### src/upc_pkg.sv
// Constants, reset values and state types for the channel pin-control block.
// Assumes one 125 MHz system clock and a 16x oversampling baud tick.
package upc_pkg;
  localparam int DATA_W = 8;
  localparam int FIFO_DEPTH = 4;
  localparam int CLK_PERIOD_NS = 8;
  localparam logic [3:0] BIT_LAST = 4'hF;
  localparam logic [3:0] HALF_LAST = 4'h7;
  localparam logic [3:0] IR_PULSE_TICKS = 4'h3;
  localparam logic [2:0] DATA_BIT_LAST = 3'h7;
  localparam logic [15:0] BAUD_ONE = 16'h0001;
  localparam logic TX_IDLE_LEVEL = 1'b1;
  localparam logic IRQ_OE_RST = 1'b0;
  localparam logic GP_OUT_RST = 1'b1;
  localparam logic PIN_N_RST = 1'b1;
  localparam logic [3:0] MODEM_SYNC_RST = 4'hF;
  localparam int MS_CTS = 0;
  localparam int MS_DSR = 1;
  localparam int MS_CD = 2;
  localparam int MS_RI = 3;
  typedef enum logic [1:0] {TX_IDLE, TX_START, TX_DATA, TX_STOP} upc_tx_st_t;
  typedef enum logic [1:0] {RX_IDLE, RX_START, RX_DATA, RX_STOP} upc_rx_st_t;
endpackage

### src/upc_fifo_if.sv
// Valid/ready carrier between the channel logic and its transmit FIFO.
// Assumes both sides sit on the same system clock.
`timescale 1ns/100ps
interface upc_fifo_if #(parameter int W = 8);
  logic wr_valid;
  logic wr_ready;
  logic [W-1:0] wr_data;
  logic rd_valid;
  logic rd_ready;
  logic [W-1:0] rd_data;
  modport fifo (input wr_valid, input wr_data, input rd_ready,
                output wr_ready, output rd_valid, output rd_data);
  modport fill (output wr_valid, output wr_data, input wr_ready);
  modport drain (input rd_valid, input rd_data, output rd_ready);
endinterface

### src/upc_fifo.sv
// Small synchronous FIFO with registered write-side ready.
// Assumes synchronous active-high reset and a power-of-two-free depth.
`timescale 1ns/100ps
module upc_fifo #(
  parameter int W = 8,
  parameter int D = 4
) (
  // Clock and reset
  input wire logic i_clk,
  input wire logic i_rst,
  // Both sides of the buffer
  upc_fifo_if.fifo bus
);
  localparam int PW = (D > 1) ? $clog2(D) : 1;
  localparam int CW = $clog2(D + 1);
  localparam logic [PW-1:0] PTR_LAST = PW'(D - 1);
  localparam logic [CW-1:0] CNT_FULL = CW'(D);
  localparam logic [CW-1:0] CNT_ONE = CW'(1);

  logic [W-1:0] mem [D];
  logic [PW-1:0] wr_ptr_r;
  logic [PW-1:0] rd_ptr_r;
  logic [CW-1:0] cnt_r;
  logic [CW-1:0] cnt_nxt;
  logic ready_r;
  wire push = bus.wr_valid && ready_r;
  wire pop = bus.rd_valid && bus.rd_ready;

  ////////////////////////////////////////////////////////////////////////
  // Status and read data
  assign bus.wr_ready = ready_r;
  assign bus.rd_valid = (cnt_r != '0);
  assign bus.rd_data = mem[rd_ptr_r];
  assign cnt_nxt = push && !pop ? cnt_r + CNT_ONE : (pop && !push ? cnt_r - CNT_ONE : cnt_r);

  ////////////////////////////////////////////////////////////////////////
  // Ready is registered so the host sees it from a flop, full stays honest
  always_ff @(posedge i_clk) begin
    if (i_rst) begin
      wr_ptr_r <= '0;
      rd_ptr_r <= '0;
      cnt_r <= '0;
      ready_r <= 1'b0;
    end else begin
      if (push) begin
        mem[wr_ptr_r] <= bus.wr_data;
        wr_ptr_r <= (wr_ptr_r == PTR_LAST) ? '0 : wr_ptr_r + PW'(1);
      end
      if (pop) begin
        rd_ptr_r <= (rd_ptr_r == PTR_LAST) ? '0 : rd_ptr_r + PW'(1);
      end
      cnt_r <= cnt_nxt;
      ready_r <= (cnt_nxt != CNT_FULL);
    end
  end
endmodule

### src/upc_chan.sv
// One UART channel: pin-level behaviour of interrupt, ready, serial and modem lines.
// Assumes control bits come from same-clock logic; serial and modem pins are asynchronous.
// Behaviour
// - Interrupt enable set: drive irq, gp low
// - Interrupt enable clear: irq tri-state, gp high
// - Active-low transmit ready shows FIFO status
// - Active-low receive ready shows holding status
// - Standard mode: serial out idles high
// - Infrared mode: encoder/decoder, output idles low
// - Optional receive inversion ahead of infrared decoder
// - Auto request-to-send needs software assertion first
// - Request-to-send gives RS485 direction control
// - Clear-to-send gates transmit; change can interrupt
// - Set-ready, carrier, ring are plain inputs
// - Terminal-ready output doubles as general output
`timescale 1ns/100ps
module upc_chan (
  // Clock and reset
  input wire logic I_SYS_CLK,
  input wire logic I_SYS_RST,
  // Host transmit and receive data
  input wire logic [7:0] I_TX_DATA,
  input wire logic I_TX_VALID,
  output logic O_TX_READY,
  output logic [7:0] O_RX_DATA,
  output logic O_RX_VALID,
  input wire logic I_RX_READ,
  input wire logic I_IRQ_REQ,
  input wire logic [15:0] I_BAUD_DIV,
  // Control bits
  input wire logic I_IRQ_PIN_OE,
  input wire logic I_IR_MODE,
  input wire logic I_SW_RTS,
  input wire logic I_SW_DTR,
  input wire logic I_IR_RX_INV,
  input wire logic I_RS485_FUNC,
  input wire logic I_RS485_MODE,
  input wire logic I_AUTO_RTS,
  input wire logic I_AUTO_CTS,
  input wire logic I_CTS_IRQ_EN,
  input wire logic I_CTS_CHG_CLR,
  // Status bits
  output logic O_CTS_CHG,
  output logic [3:0] O_MODEM_STAT,
  // Channel pins
  output logic O_CHAN_IRQ_OUT,
  output logic O_CHAN_IRQ_OE,
  output logic O_CHAN_GP_OUT_PORT,
  output logic O_CHAN_TX_READY_N,
  output logic O_CHAN_RX_READY_N,
  output logic O_CHAN_SERIAL_OUT,
  input wire logic I_CHAN_SERIAL_IN,
  output logic O_CHAN_REQUEST_SEND_N,
  input wire logic I_CHAN_CLEAR_SEND_N,
  output logic O_CHAN_TERMINAL_READY_N,
  input wire logic I_CHAN_SET_READY_N,
  input wire logic I_CHAN_CARRIER_DETECT_N,
  input wire logic I_CHAN_RING_INDICATOR_N
);

  // Compare a tick counter against its last value
  function automatic logic f_last(input logic [3:0] cnt, input logic [3:0] lim);
    f_last = (cnt == lim);
  endfunction

  ////////////////////////////////////////////////////////////////////////
  // Transmit FIFO
  upc_fifo_if #(.W(upc_pkg::DATA_W)) fif ();
  upc_fifo #(.W(upc_pkg::DATA_W), .D(upc_pkg::FIFO_DEPTH)) u_tx_fifo (
    .i_clk(I_SYS_CLK),
    .i_rst(I_SYS_RST),
    .bus(fif.fifo)
  );
  assign fif.wr_valid = I_TX_VALID;
  assign fif.wr_data = I_TX_DATA;
  assign O_TX_READY = fif.wr_ready; // Flop inside the FIFO

  ////////////////////////////////////////////////////////////////////////
  // Baud tick, 16 per bit; divisor zero behaves as one
  logic [15:0] div_cnt_r;
  wire [15:0] div_last = (I_BAUD_DIV == '0) ? '0 : I_BAUD_DIV - upc_pkg::BAUD_ONE;
  wire tick = (div_cnt_r >= div_last);
  always_ff @(posedge I_SYS_CLK) begin
    if (I_SYS_RST || tick) begin
      div_cnt_r <= '0;
    end else begin
      div_cnt_r <= div_cnt_r + upc_pkg::BAUD_ONE;
    end
  end

  ////////////////////////////////////////////////////////////////////////
  // Synchronisers; first stage feeds only the second
  logic rx_s1_r;
  logic rx_s2_r;
  logic [3:0] ms_s1_r;
  logic [3:0] ms_s2_r;
  logic cts_d_r;
  wire [3:0] ms_pins = {I_CHAN_RING_INDICATOR_N, I_CHAN_CARRIER_DETECT_N,
                        I_CHAN_SET_READY_N, I_CHAN_CLEAR_SEND_N};
  always_ff @(posedge I_SYS_CLK) begin
    if (I_SYS_RST) begin
      rx_s1_r <= upc_pkg::PIN_N_RST;
      rx_s2_r <= upc_pkg::PIN_N_RST;
      ms_s1_r <= upc_pkg::MODEM_SYNC_RST;
      ms_s2_r <= upc_pkg::MODEM_SYNC_RST;
      cts_d_r <= upc_pkg::PIN_N_RST;
    end else begin
      rx_s1_r <= I_CHAN_SERIAL_IN;
      rx_s2_r <= rx_s1_r;
      ms_s1_r <= ms_pins;
      ms_s2_r <= ms_s1_r;
      cts_d_r <= ms_s2_r[upc_pkg::MS_CTS];
    end
  end
  wire cts_n_s = ms_s2_r[upc_pkg::MS_CTS];
  wire cts_edge = cts_n_s ^ cts_d_r;

  ////////////////////////////////////////////////////////////////////////
  // Transmitter; clear-to-send only delays the next start, never cuts a byte
  upc_pkg::upc_tx_st_t tx_st_r;
  upc_pkg::upc_tx_st_t tx_st_nxt;
  logic [3:0] tx_tick_r;
  logic [2:0] tx_bit_r;
  logic [7:0] tx_sh_r;
  wire cts_ok = !(I_AUTO_CTS && cts_n_s);
  wire tx_start = (tx_st_r == upc_pkg::TX_IDLE) && fif.rd_valid && cts_ok;
  wire tx_bit_end = tick && f_last(tx_tick_r, upc_pkg::BIT_LAST);
  wire tx_busy = (tx_st_r != upc_pkg::TX_IDLE);
  assign fif.rd_ready = tx_start;

  always_comb begin
    tx_st_nxt = tx_st_r;
    case (tx_st_r)
      upc_pkg::TX_IDLE: if (tx_start) tx_st_nxt = upc_pkg::TX_START;
      upc_pkg::TX_START: if (tx_bit_end) tx_st_nxt = upc_pkg::TX_DATA;
      upc_pkg::TX_DATA: begin
        if (tx_bit_end && tx_bit_r == upc_pkg::DATA_BIT_LAST) tx_st_nxt = upc_pkg::TX_STOP;
      end
      upc_pkg::TX_STOP: if (tx_bit_end) tx_st_nxt = upc_pkg::TX_IDLE;
      default: tx_st_nxt = upc_pkg::TX_IDLE;
    endcase
  end

  always_ff @(posedge I_SYS_CLK) begin
    if (I_SYS_RST) begin
      tx_st_r <= upc_pkg::TX_IDLE;
      tx_tick_r <= '0;
      tx_bit_r <= '0;
      tx_sh_r <= '0;
    end else begin
      tx_st_r <= tx_st_nxt;
      if (tx_start) begin
        tx_sh_r <= fif.rd_data;
        tx_tick_r <= '0;
        tx_bit_r <= '0;
      end else if (tick && tx_busy) begin
        tx_tick_r <= tx_tick_r + 4'h1;
        if (tx_bit_end && tx_st_r == upc_pkg::TX_DATA) begin
          tx_sh_r <= {1'b0, tx_sh_r[7:1]};
          tx_bit_r <= tx_bit_r + 3'h1;
        end
      end
    end
  end

  // Line level: standard NRZ, or a 3/16 high pulse for each zero in infrared
  wire tx_bit = (tx_st_r == upc_pkg::TX_START) ? 1'b0 :
                (tx_st_r == upc_pkg::TX_DATA) ? tx_sh_r[0] : upc_pkg::TX_IDLE_LEVEL;
  wire ir_pulse = tx_busy && !tx_bit && (tx_tick_r < upc_pkg::IR_PULSE_TICKS);
  wire tx_out_nxt = I_IR_MODE ? ir_pulse : tx_bit;

  ////////////////////////////////////////////////////////////////////////
  // Receive front end: optional inversion, then infrared pulse stretch
  logic [3:0] ir_hold_r;
  wire rx_pol = rx_s2_r ^ (I_IR_MODE && I_IR_RX_INV);
  wire rx_ir_line = !(rx_pol || ir_hold_r != '0);
  wire rx_line = I_IR_MODE ? rx_ir_line : rx_pol;
  always_ff @(posedge I_SYS_CLK) begin
    if (I_SYS_RST) begin
      ir_hold_r <= '0;
    end else if (rx_pol) begin
      ir_hold_r <= upc_pkg::BIT_LAST;
    end else if (tick && ir_hold_r != '0) begin
      ir_hold_r <= ir_hold_r - 4'h1;
    end
  end

  ////////////////////////////////////////////////////////////////////////
  // Receiver; a new byte overwrites an unread one rather than stalling
  upc_pkg::upc_rx_st_t rx_st_r;
  upc_pkg::upc_rx_st_t rx_st_nxt;
  logic [3:0] rx_tick_r;
  logic [2:0] rx_bit_r;
  logic [7:0] rx_sh_r;
  logic rx_valid_r;
  logic [7:0] rx_data_r;
  wire rx_half = tick && f_last(rx_tick_r, upc_pkg::HALF_LAST);
  wire rx_bit_end = tick && f_last(rx_tick_r, upc_pkg::BIT_LAST);
  wire rx_store = (rx_st_r == upc_pkg::RX_STOP) && rx_bit_end && rx_line;
  wire rx_valid_nxt = rx_store || (rx_valid_r && !I_RX_READ); // Set wins over read

  always_comb begin
    rx_st_nxt = rx_st_r;
    case (rx_st_r)
      upc_pkg::RX_IDLE: if (!rx_line) rx_st_nxt = upc_pkg::RX_START;
      upc_pkg::RX_START: begin
        if (rx_half) rx_st_nxt = rx_line ? upc_pkg::RX_IDLE : upc_pkg::RX_DATA;
      end
      upc_pkg::RX_DATA: begin
        if (rx_bit_end && rx_bit_r == upc_pkg::DATA_BIT_LAST) rx_st_nxt = upc_pkg::RX_STOP;
      end
      upc_pkg::RX_STOP: if (rx_bit_end) rx_st_nxt = upc_pkg::RX_IDLE;
      default: rx_st_nxt = upc_pkg::RX_IDLE;
    endcase
  end

  always_ff @(posedge I_SYS_CLK) begin
    if (I_SYS_RST) begin
      rx_st_r <= upc_pkg::RX_IDLE;
      rx_tick_r <= '0;
      rx_bit_r <= '0;
      rx_sh_r <= '0;
      rx_data_r <= '0;
      rx_valid_r <= 1'b0;
    end else begin
      rx_st_r <= rx_st_nxt;
      rx_valid_r <= rx_valid_nxt;
      if (rx_store) rx_data_r <= rx_sh_r;
      if (rx_st_r == upc_pkg::RX_IDLE || rx_half && rx_st_r == upc_pkg::RX_START) begin
        rx_tick_r <= '0;
        rx_bit_r <= '0;
      end else if (tick) begin
        rx_tick_r <= rx_tick_r + 4'h1;
        if (rx_bit_end && rx_st_r == upc_pkg::RX_DATA) begin
          rx_sh_r <= {rx_line, rx_sh_r[7:1]};
          rx_bit_r <= rx_bit_r + 3'h1;
        end
      end
    end
  end

  ////////////////////////////////////////////////////////////////////////
  // Request-to-send: RS485 direction wins over auto flow, else software level
  wire rs485_en = I_RS485_FUNC && I_RS485_MODE;
  wire rts_n_nxt = rs485_en ? !tx_busy :
                   (!I_SW_RTS || (I_AUTO_RTS && rx_valid_nxt));
  wire cts_chg_nxt = (cts_edge && I_CTS_IRQ_EN) || (O_CTS_CHG && !I_CTS_CHG_CLR);

  ////////////////////////////////////////////////////////////////////////
  // Registered pins and status
  always_ff @(posedge I_SYS_CLK) begin
    if (I_SYS_RST) begin
      O_CHAN_IRQ_OE <= upc_pkg::IRQ_OE_RST;
      O_CHAN_GP_OUT_PORT <= upc_pkg::GP_OUT_RST;
      O_CHAN_IRQ_OUT <= 1'b0;
      O_CHAN_TX_READY_N <= upc_pkg::PIN_N_RST;
      O_CHAN_RX_READY_N <= upc_pkg::PIN_N_RST;
      O_CHAN_SERIAL_OUT <= upc_pkg::TX_IDLE_LEVEL;
      O_CHAN_REQUEST_SEND_N <= upc_pkg::PIN_N_RST;
      O_CHAN_TERMINAL_READY_N <= upc_pkg::PIN_N_RST;
      O_CTS_CHG <= 1'b0;
      O_MODEM_STAT <= '0;
      O_RX_DATA <= '0;
      O_RX_VALID <= 1'b0;
    end else begin
      O_CHAN_IRQ_OE <= I_IRQ_PIN_OE;
      O_CHAN_GP_OUT_PORT <= !I_IRQ_PIN_OE;
      O_CHAN_IRQ_OUT <= I_IRQ_REQ || O_CTS_CHG;
      O_CHAN_TX_READY_N <= !fif.wr_ready;
      O_CHAN_RX_READY_N <= !rx_valid_nxt;
      O_CHAN_SERIAL_OUT <= tx_out_nxt;
      O_CHAN_REQUEST_SEND_N <= rts_n_nxt;
      O_CHAN_TERMINAL_READY_N <= !I_SW_DTR;
      O_CTS_CHG <= cts_chg_nxt;
      O_MODEM_STAT <= ~ms_s2_r; // Status only, no path into tx or rx
      O_RX_DATA <= rx_store ? rx_sh_r : rx_data_r;
      O_RX_VALID <= rx_valid_nxt;
    end
  end
endmodule

### config.mk
export PLATFORM = sky130hd
export DESIGN_NAME = upc_chan
export DESIGN_NICKNAME = d
export VERILOG_FILES = /design/src/upc_pkg.sv /design/src/upc_fifo_if.sv /design/src/upc_fifo.sv /design/src/upc_chan.sv
export SDC_FILE = /design/constraint.sdc
export NUM_CORES = 1
export LEC_CHECK = 0
export ABC_CLOCK_PERIOD_IN_PS = 4100
export BUFFER_PORTS_ARGS = -buffer_cell sky130_fd_sc_hd__buf_2
export CAP_MARGIN = 15
export CORE_MARGIN = 3
export CORE_UTILIZATION = 53
export DETAILED_ROUTE_END_ITERATION = 7
export MAX_ROUTING_LAYER = met4
export PLACE_DENSITY = 0.86
export REMOVE_ABC_BUFFERS = 1
export SLEW_MARGIN = 40
export SYNTH_ARGS = -nofsm -noshare
export SYNTH_HDL_FRONTEND = slang
export SYNTH_SLANG_ARGS = --single-unit
### constraint.sdc
create_clock -name I_SYS_CLK -period 4.1 [get_ports I_SYS_CLK]
set_clock_uncertainty 0.2 [all_clocks]
set_input_delay 0.82 -clock I_SYS_CLK [delete_from_list [all_inputs] [get_ports I_SYS_CLK]]
set_output_delay 0.82 -clock I_SYS_CLK [all_outputs]
set_load 0.02 [all_outputs]
==> results.py, run 1 <==
metrics = {
    "timing": {
        "finalCritPeriodShare": 0.974,
        "hold_viol": 0,
        "holdWs_ns": 0.175,
        "tightest_slew_ns": 0.669,
        "finalSetupTns_ns": 0,
        "min_period_ns": 3.99,
        "setup_violations": 0,
        "maxSlewHeadroom": 0.554,
        "maxSlewViolCount": 0,
        "max_freq_mhz": 250,
    },
    "cells_and_area": {
        "n_antenna_cell": 0,
        "final_common_cell": "dfxtp_1",
        "drive_gt1_frac": 0.250,
        "fin_cells": 860,
        "area_growth_syn_to_layout_pct": 23.7,
        "fillers": 793,
        "nNetsFinal": 791,
        "mostFrequentLayoutCells": "dfxtp_1, buf_2, nor2_1",
    },
    "logic_synthesis": {
        "syn_area_um2": 6000,
        "synth.ff_latch_count": 129,
        "postSynthCellCount": 605,
        "synth_warnings": 0,
        "synth_top_flop_cell": "dfxtp_1",
        "synth_area_per_cell_um2": 9.91,
        "synth_edf_count": 32,
        "async_flop_share": 0,
        "ys_seq_area_frac": 0.484,
        "ys_types": 59,
    },
    "worst_setup_path": {
        "cp.required_ns": 4.22,
        "reg2reg_slack_ns": 1.33,
        "reg2reg_from": "div_cnt_r[2]$_SDFF_PP0_",
        "crit_chain": "buf_2 -> or4_1 -> or3_1 -> buf_4 -> and2_1 -> ha_1 -> nand2b_1 -> a2111oi_2 -> or3_4 -> buf_4 -> buf_4 -> o211ai_2 -> buf_12 -> a41oi_1 -> a211oi_1",
        "cp_slowest_cell": "or4_1",
        "slowest_delay_ns": 0.57,
        "path_class": "primary input to flip-flop",
        "critPathLaunchType": "primary input",
        "cp.arrival_ns": 4.11,
        "end_kind": "flip-flop",
        "worstReg2RegEnd": "tx_sh_r[0]$_SDFFE_PP0P_",
        "critPathTopFamily": "simple AND/OR/NAND/NOR gates",
        "crit_fanout": 34,
        "crit_buf_inv": 5,
        "r2r_cells": 10,
        "cpMostUsedCell": "buf_4",
    },
    "drt": {
        "vias": 4892,
        "ant_nets": 0,
        "post_drt_wl_per_cell_um": 15.3,
        "drt_iter0_markers": 312,
        "drt_first_pass_iters": 5,
        "totalWireLength_um": 13200,
        "drc": 0,
        "avgViaCountPerCell": 5.69,
    },
    "die": {
        "ioPinCount": 68,
        "dieArea_um2": 12600,
        "die_w_um": 112,
        "start_util": 0.548,
        "die_h_um": 112,
        "fp.coreArea_um2": 10900,
        "row_count": 38,
    },
    "flow_run": {
        "drv_cap": 0,
    },
    "placement": {
        "io_buffers": 67,
        "dp_cells": 820,
        "gp_congestion": 0.862,
        "dp_hpwl_um": 8860,
    },
    "global_route": {
        "antenna_found_initial": 0,
        "overflow": 0,
        "grt_pass1_wl_um": 21300,
        "grt_max_degree": 70,
        "grt_pass1_vias": 4778,
        "grt.total_usage": 0.212,
    },
    "clocking": {
        "cts_buffers": 17,
        "ctsHtreeMaxLevel": 4,
        "clk_pin_slew_ns": 0.06,
        "cts_tree": "yes",
        "cts-root-to-sink-buffers": 2,
        "cts.sinks": 129,
        "cts_root_buffer": "clkbuf_16",
        "clock_latency_ns": 0.41,
    },
    "min_path": {
        "hp-class": "flip-flop to flip-flop",
        "holdPathEnd": "O_MODEM_STAT[3]$_SDFF_PP0_",
        "hold_start": "ms_s2_r[3]$_SDFF_PP1_",
        "whs_path_depth": 1,
    },
    "power": {
        "p_leak_nw": 2.97,
        "cellPowerDensity_nw_per_um2": 489,
        "vdd_drop_max_v": 0.000374,
    },
    "outcome": {
        "status": "completed",
    },
}
kinds of logic (layout without fill, tap and decap cells):
logic type,after synthesis,after routing,synth area share
buffers and inverters,55,170,0.0363
adder cells (fa/ha/maj),40,40,0.0831
flip-flops,129,129,0.484
AO/OA/AOI/OAI,125,125,0.137
multiplexers,10,10,0.0334
XOR/XNOR,33,33,0.0482
AND/OR/NAND/NOR,213,213,0.178
metal layers:
layer	wire length (um)	vias up	global-route usage
li1	-	2384	-
met1	5460	2327	0.243
met2	6690	144	0.353
met3	658	37	0.0507
met4	344	0	0.0978
met5	0	-	-
synth_stat cells, types with 2 or more instances:
master    count  area share
nand2_1      35       0.022
or3_1         7      0.0073
a21oi_1      43       0.036
and3_1        9      0.0094
or2_2        10       0.010
o31ai_1      13       0.016
inv_1        22       0.014
nand2b_1     12       0.013
nand4_1       7      0.0073
nor2b_1       3      0.0031
a31oi_1       4      0.0042
mux2i_1       2      0.0033
nor4b_1       2      0.0029
and2_1        9      0.0094
nor2_1       57       0.036
xnor2_1      17       0.025
a221o_1       2      0.0033
nor4_1        4      0.0042
dfxtp_1      97        0.32
xor2_1       16       0.023
a311oi_1      2      0.0029
a211oi_1      7      0.0088
edfxtp_1     32        0.16
a21o_1        2      0.0025
ha_1         39       0.081
clkbuf_1     28       0.018
nor3_1        9      0.0075
mux4_2        8       0.030
nand3_1      37       0.031
or4_1         6      0.0075
o21ai_0      13       0.011
a41oi_1       9       0.013
o21ai_1      14       0.012
buf_2         3      0.0025
cell type report:
cell class	instances	area, um^2	share of cell area
clock buffers	20	467	0.0629
clock inverters	12	128	0.0172
flip-flops and latches	129	2900	0.391
repair buffers	115	712	0.0960
multi-input cells	421	2950	0.397
well taps	140	175	0.0236
inverters	23	86.3	0.0116
where the power goes:
group / leakage (nW) / internal, W / total (W) / switching [W]
sequential: 1.08 / 0.00140 / 0.00149 / 0.0000833
combinational: 1.60 / 0.000286 / 0.000647 / 0.000361
clock: 0.289 / 0.000943 / 0.00149 / 0.000550
worst max-delay path by stage:
stage	start	end	slack, ns	cells past startpoint
floorplan	I_BAUD_DIV[5]	div_cnt_r[10]$_SDFF_PP0_	-0.44	11
global placement	I_BAUD_DIV[5]	tx_tick_r[3]$_SDFFE_PP0P_	-0.24	15
detailed placement	I_BAUD_DIV[13]	tx_sh_r[5]$_SDFFE_PP0P_	-0.52	13
CTS	I_BAUD_DIV[13]	tx_sh_r[5]$_SDFFE_PP0P_	0.07	13
global route	I_BAUD_DIV[5]	tx_sh_r[0]$_SDFFE_PP0P_	-0.04	17
finish	I_BAUD_DIV[13]	tx_sh_r[0]$_SDFFE_PP0P_	0.11	15
timing repair:
action                                  CTS  global route
buffers inserted                          0             8
endpoints found under the setup margin    8            34
pin swaps                                 0             5
hold buffers                              0             0
resized for setup                         1            13
cloned                                    0             0
worst register-to-register path: cells and delay by family, from the launching register on:
family,cells,cell delay (ns)
AO/OA/AOI/OAI,5,0.94
flip-flops,1,0.46
buffers and inverters,3,0.48
adder cells (fa/ha/maj),1,0.23
AND/OR/NAND/NOR,1,0.37
flip-flops by register name (all words and copies together), names as in the netlist, 4 cells and up, named ones only:
register / count
rx_sh_r: 8
tx_tick_r: 4
ms_s2_r: 4
u_tx_fifo.mem: 32
O_RX_DATA: 8
ms_s1_r: 4
tx_sh_r: 8
ir_hold_r: 4
O_MODEM_STAT: 4
rx_tick_r: 4
div_cnt_r: 16
per-stage QoR:
stage | worst slack [ns] | power, W | instance area, um^2 | utilization
floorplan | -0.436 | 0.00192 | 5860 | -
global placement | -0.235 | 0.00208 | 6690 | 0.612
detailed placement | -0.515 | 0.00212 | 6690 | 0.612
CTS | 0.0686 | 0.00362 | 7290 | 0.667
global route | -0.0370 | 0.00377 | 7420 | 0.678
finish | 0.106 | 0.00363 | 7420 | 0.678
Power figures use the tool's default switching activity.
==> inputs of run 2 (changes only) <==
--- a/config.mk
+++ b/config.mk
@@ -9,10 +9,12 @@
 export BUFFER_PORTS_ARGS = -buffer_cell sky130_fd_sc_hd__buf_2
 export CAP_MARGIN = 15
 export CORE_MARGIN = 3
-export CORE_UTILIZATION = 53
+export CORE_UTILIZATION = 55
+export CTS_BUF_LIST = sky130_fd_sc_hd__clkbuf_8
+export CTS_CLUSTER_SIZE = 10
 export DETAILED_ROUTE_END_ITERATION = 7
 export MAX_ROUTING_LAYER = met4
-export PLACE_DENSITY = 0.86
+export PLACE_DENSITY = 0.89
 export REMOVE_ABC_BUFFERS = 1
 export SLEW_MARGIN = 40
 export SYNTH_ARGS = -nofsm -noshare
==> results.py, run 2 (same netlist as run 1, synthesis figures left out) <==
metrics = {
    "clocking": {
        "cts_buffers": 17,
        "clk_pin_slew_ns": 0.08,
        "cts_root_buffer": "clkbuf_8",
        "cts.sinks": 129,
        "cts-root-to-sink-buffers": 2,
        "cts_tree": "yes",
        "cts_hold_buf": 0,
        "clock_latency_ns": 0.43,
        "ctsHtreeMaxLevel": 4,
    },
    "timing": {
        "maxSlewViolCount": 0,
        "max_freq_mhz": 251,
        "hold_viol": 0,
        "tightest_slew_ns": 0.558,
        "holdWs_ns": 0.184,
        "min_period_ns": 3.99,
        "finalCritPeriodShare": 0.973,
        "maxSlewHeadroom": 0.624,
        "setup_violations": 0,
        "finalSetupTns_ns": 0,
    },
    "global_route": {
        "antenna_found_initial": 0,
        "grt_pass1_vias": 4867,
        "overflow": 0,
        "grt.total_usage": 0.222,
        "grt_pass1_wl_um": 21900,
        "grt_max_degree": 56,
    },
    "placement": {
        "dpl_cell_area_um2": 6700,
        "gp_congestion": 0.861,
        "io_buffers": 67,
        "dp_hpwl_um": 9080,
    },
    "power": {
        "p_leak_nw": 2.88,
        "fin_total_pwr_w": 0.00324,
        "cellPowerDensity_nw_per_um2": 454,
        "vdd_drop_max_v": 0.000340,
    },
    "outcome": {
        "status": "completed",
    },
    "drt": {
        "wl_met1_um": 5560,
        "avgViaCountPerCell": 5.69,
        "drc": 0,
        "met3_length_um": 699,
        "drt_iter0_markers": 486,
        "totalWireLength_um": 13100,
        "ant_nets": 0,
        "post_drt_wl_per_cell_um": 15.4,
        "top_layer": "met4",
        "wl_met2_um": 6650,
        "vias": 4829,
        "drt_first_pass_iters": 5,
    },
    "cells_and_area": {
        "design_area_um2": 7140,
        "largest_register_ffs": 32,
        "reg_top3": "u_tx_fifo.mem (32), div_cnt_r (16)",
        "n_antenna_cell": 0,
        "final_common_cell": "dfxtp_1",
        "top_register": "u_tx_fifo.mem",
        "area_growth_syn_to_layout_pct": 19.1,
        "mostFrequentLayoutCells": "dfxtp_1, buf_2, nor2_1",
        "utilization": 0.682,
        "nNetsFinal": 783,
        "drive_gt1_frac": 0.233,
    },
    "flow_run": {
        "drv_cap": 0,
    },
    "die": {
        "row_count": 37,
        "dieArea_um2": 12200,
        "ioPinCount": 68,
        "die_h_um": 110,
        "fp.coreArea_um2": 10500,
        "die_w_um": 110,
        "start_util": 0.573,
    },
    "worst_setup_path": {
        "crit_fanout": 14,
        "cp.arrival_ns": 4.11,
        "cp_slowest_cell": "or3_1",
        "critPathLaunchType": "primary input",
        "path_class": "primary input to flip-flop",
        "crit_buf_inv": 2,
        "critPathTopFamily": "compound AO/OA/AOI/OAI gates",
        "cp.required_ns": 4.23,
        "slowest_delay_ns": 0.41,
        "end_kind": "flip-flop",
        "crit_chain": "buf_2 -> nor4_1 -> buf_4 -> nand3_1 -> nor4_2 -> xor2_1 -> nand2_1 -> ha_1 -> nand4_1 -> a211o_1 -> or3_1 -> o211a_4 -> a221o_1 -> a2111oi_2",
    },
    "min_path": {
        "hp-class": "flip-flop to flip-flop",
    },
}
run 2: changes by cell type in the layout (fill, tap and decap cells not counted), moves of 2 or more:
| cell | before | now |
|---|---|---|
| inv_6 | 2 | 0 |
| buf_4 | 46 | 38 |
| clkinv_4 | 0 | 5 |
| clkinvlp_4 | 3 | 0 |
| clkbuf_8 | 3 | 19 |
| clkbuf_16 | 17 | 0 |
run 2: per-stage QoR:
step           std cells  setup WS [ns]
2_1_floorplan        573         -0.436
4_1_cts              848         0.0730
3_3_place_gp         816         -0.335
5_1_grt              848        -0.0339
6_report             848          0.112
3_5_place_dp         816         -0.477
run 2: report_power, final:
part / total (W) / internal [W] / switching [W]
clock network: 0.00113 / 0.000634 / 0.000497
registers: 0.00148 / 0.00140 / 0.0000818
logic: 0.000628 / 0.000279 / 0.000349
run 2: final cells by class:
class	instances	area (um^2)
clock buffers	19	262
clock inverters	13	160
fillers	742	3320
inverters	23	86.3
multi-input cells	421	2900
flip-flops and latches	129	2900
well taps	136	170
repair buffers	107	661
run 2: worst register-to-register path, cell delays in order (launching register included):
cell,delay [ns]
dfxtp_1,0.36
ha_1,0.34
nand4_1,0.13
a211o_1,0.24
or3_1,0.41
o211a_4,0.24
a221o_1,0.40
a2111oi_2,0.40
run 2: path summary, 6_finish.rpt:
path	from	end	slack, ns	cells past startpoint
min	ms_s2_r[3]$_SDFF_PP1_	O_MODEM_STAT[3]$_SDFF_PP0_	0.18	1
max reg2reg	div_cnt_r[13]$_SDFF_PP0_	tx_st_r[0]$_SDFFE_PP0P_	1.28	7
min reg2reg	ms_s2_r[3]$_SDFF_PP1_	O_MODEM_STAT[3]$_SDFF_PP0_	0.18	1
max	I_BAUD_DIV[5]	tx_st_r[0]$_SDFFE_PP0P_	0.11	14
run 2: layer usage:
layer,up-vias,track usage
met4,0,0.0755
met2,160,0.373
li1,2374,-
met3,23,0.0658
met1,2272,0.255
met5,-,-
run 2: what timing repair did:
| action | CTS | global route |
|---|---|---|
| endpoints found under the hold margin | 0 | 0 |
| endpoints found under the setup margin | 1 | 26 |
| cloned | 0 | 0 |
| setup buffers | 0 | 0 |
| resized for setup | 1 | 2 |
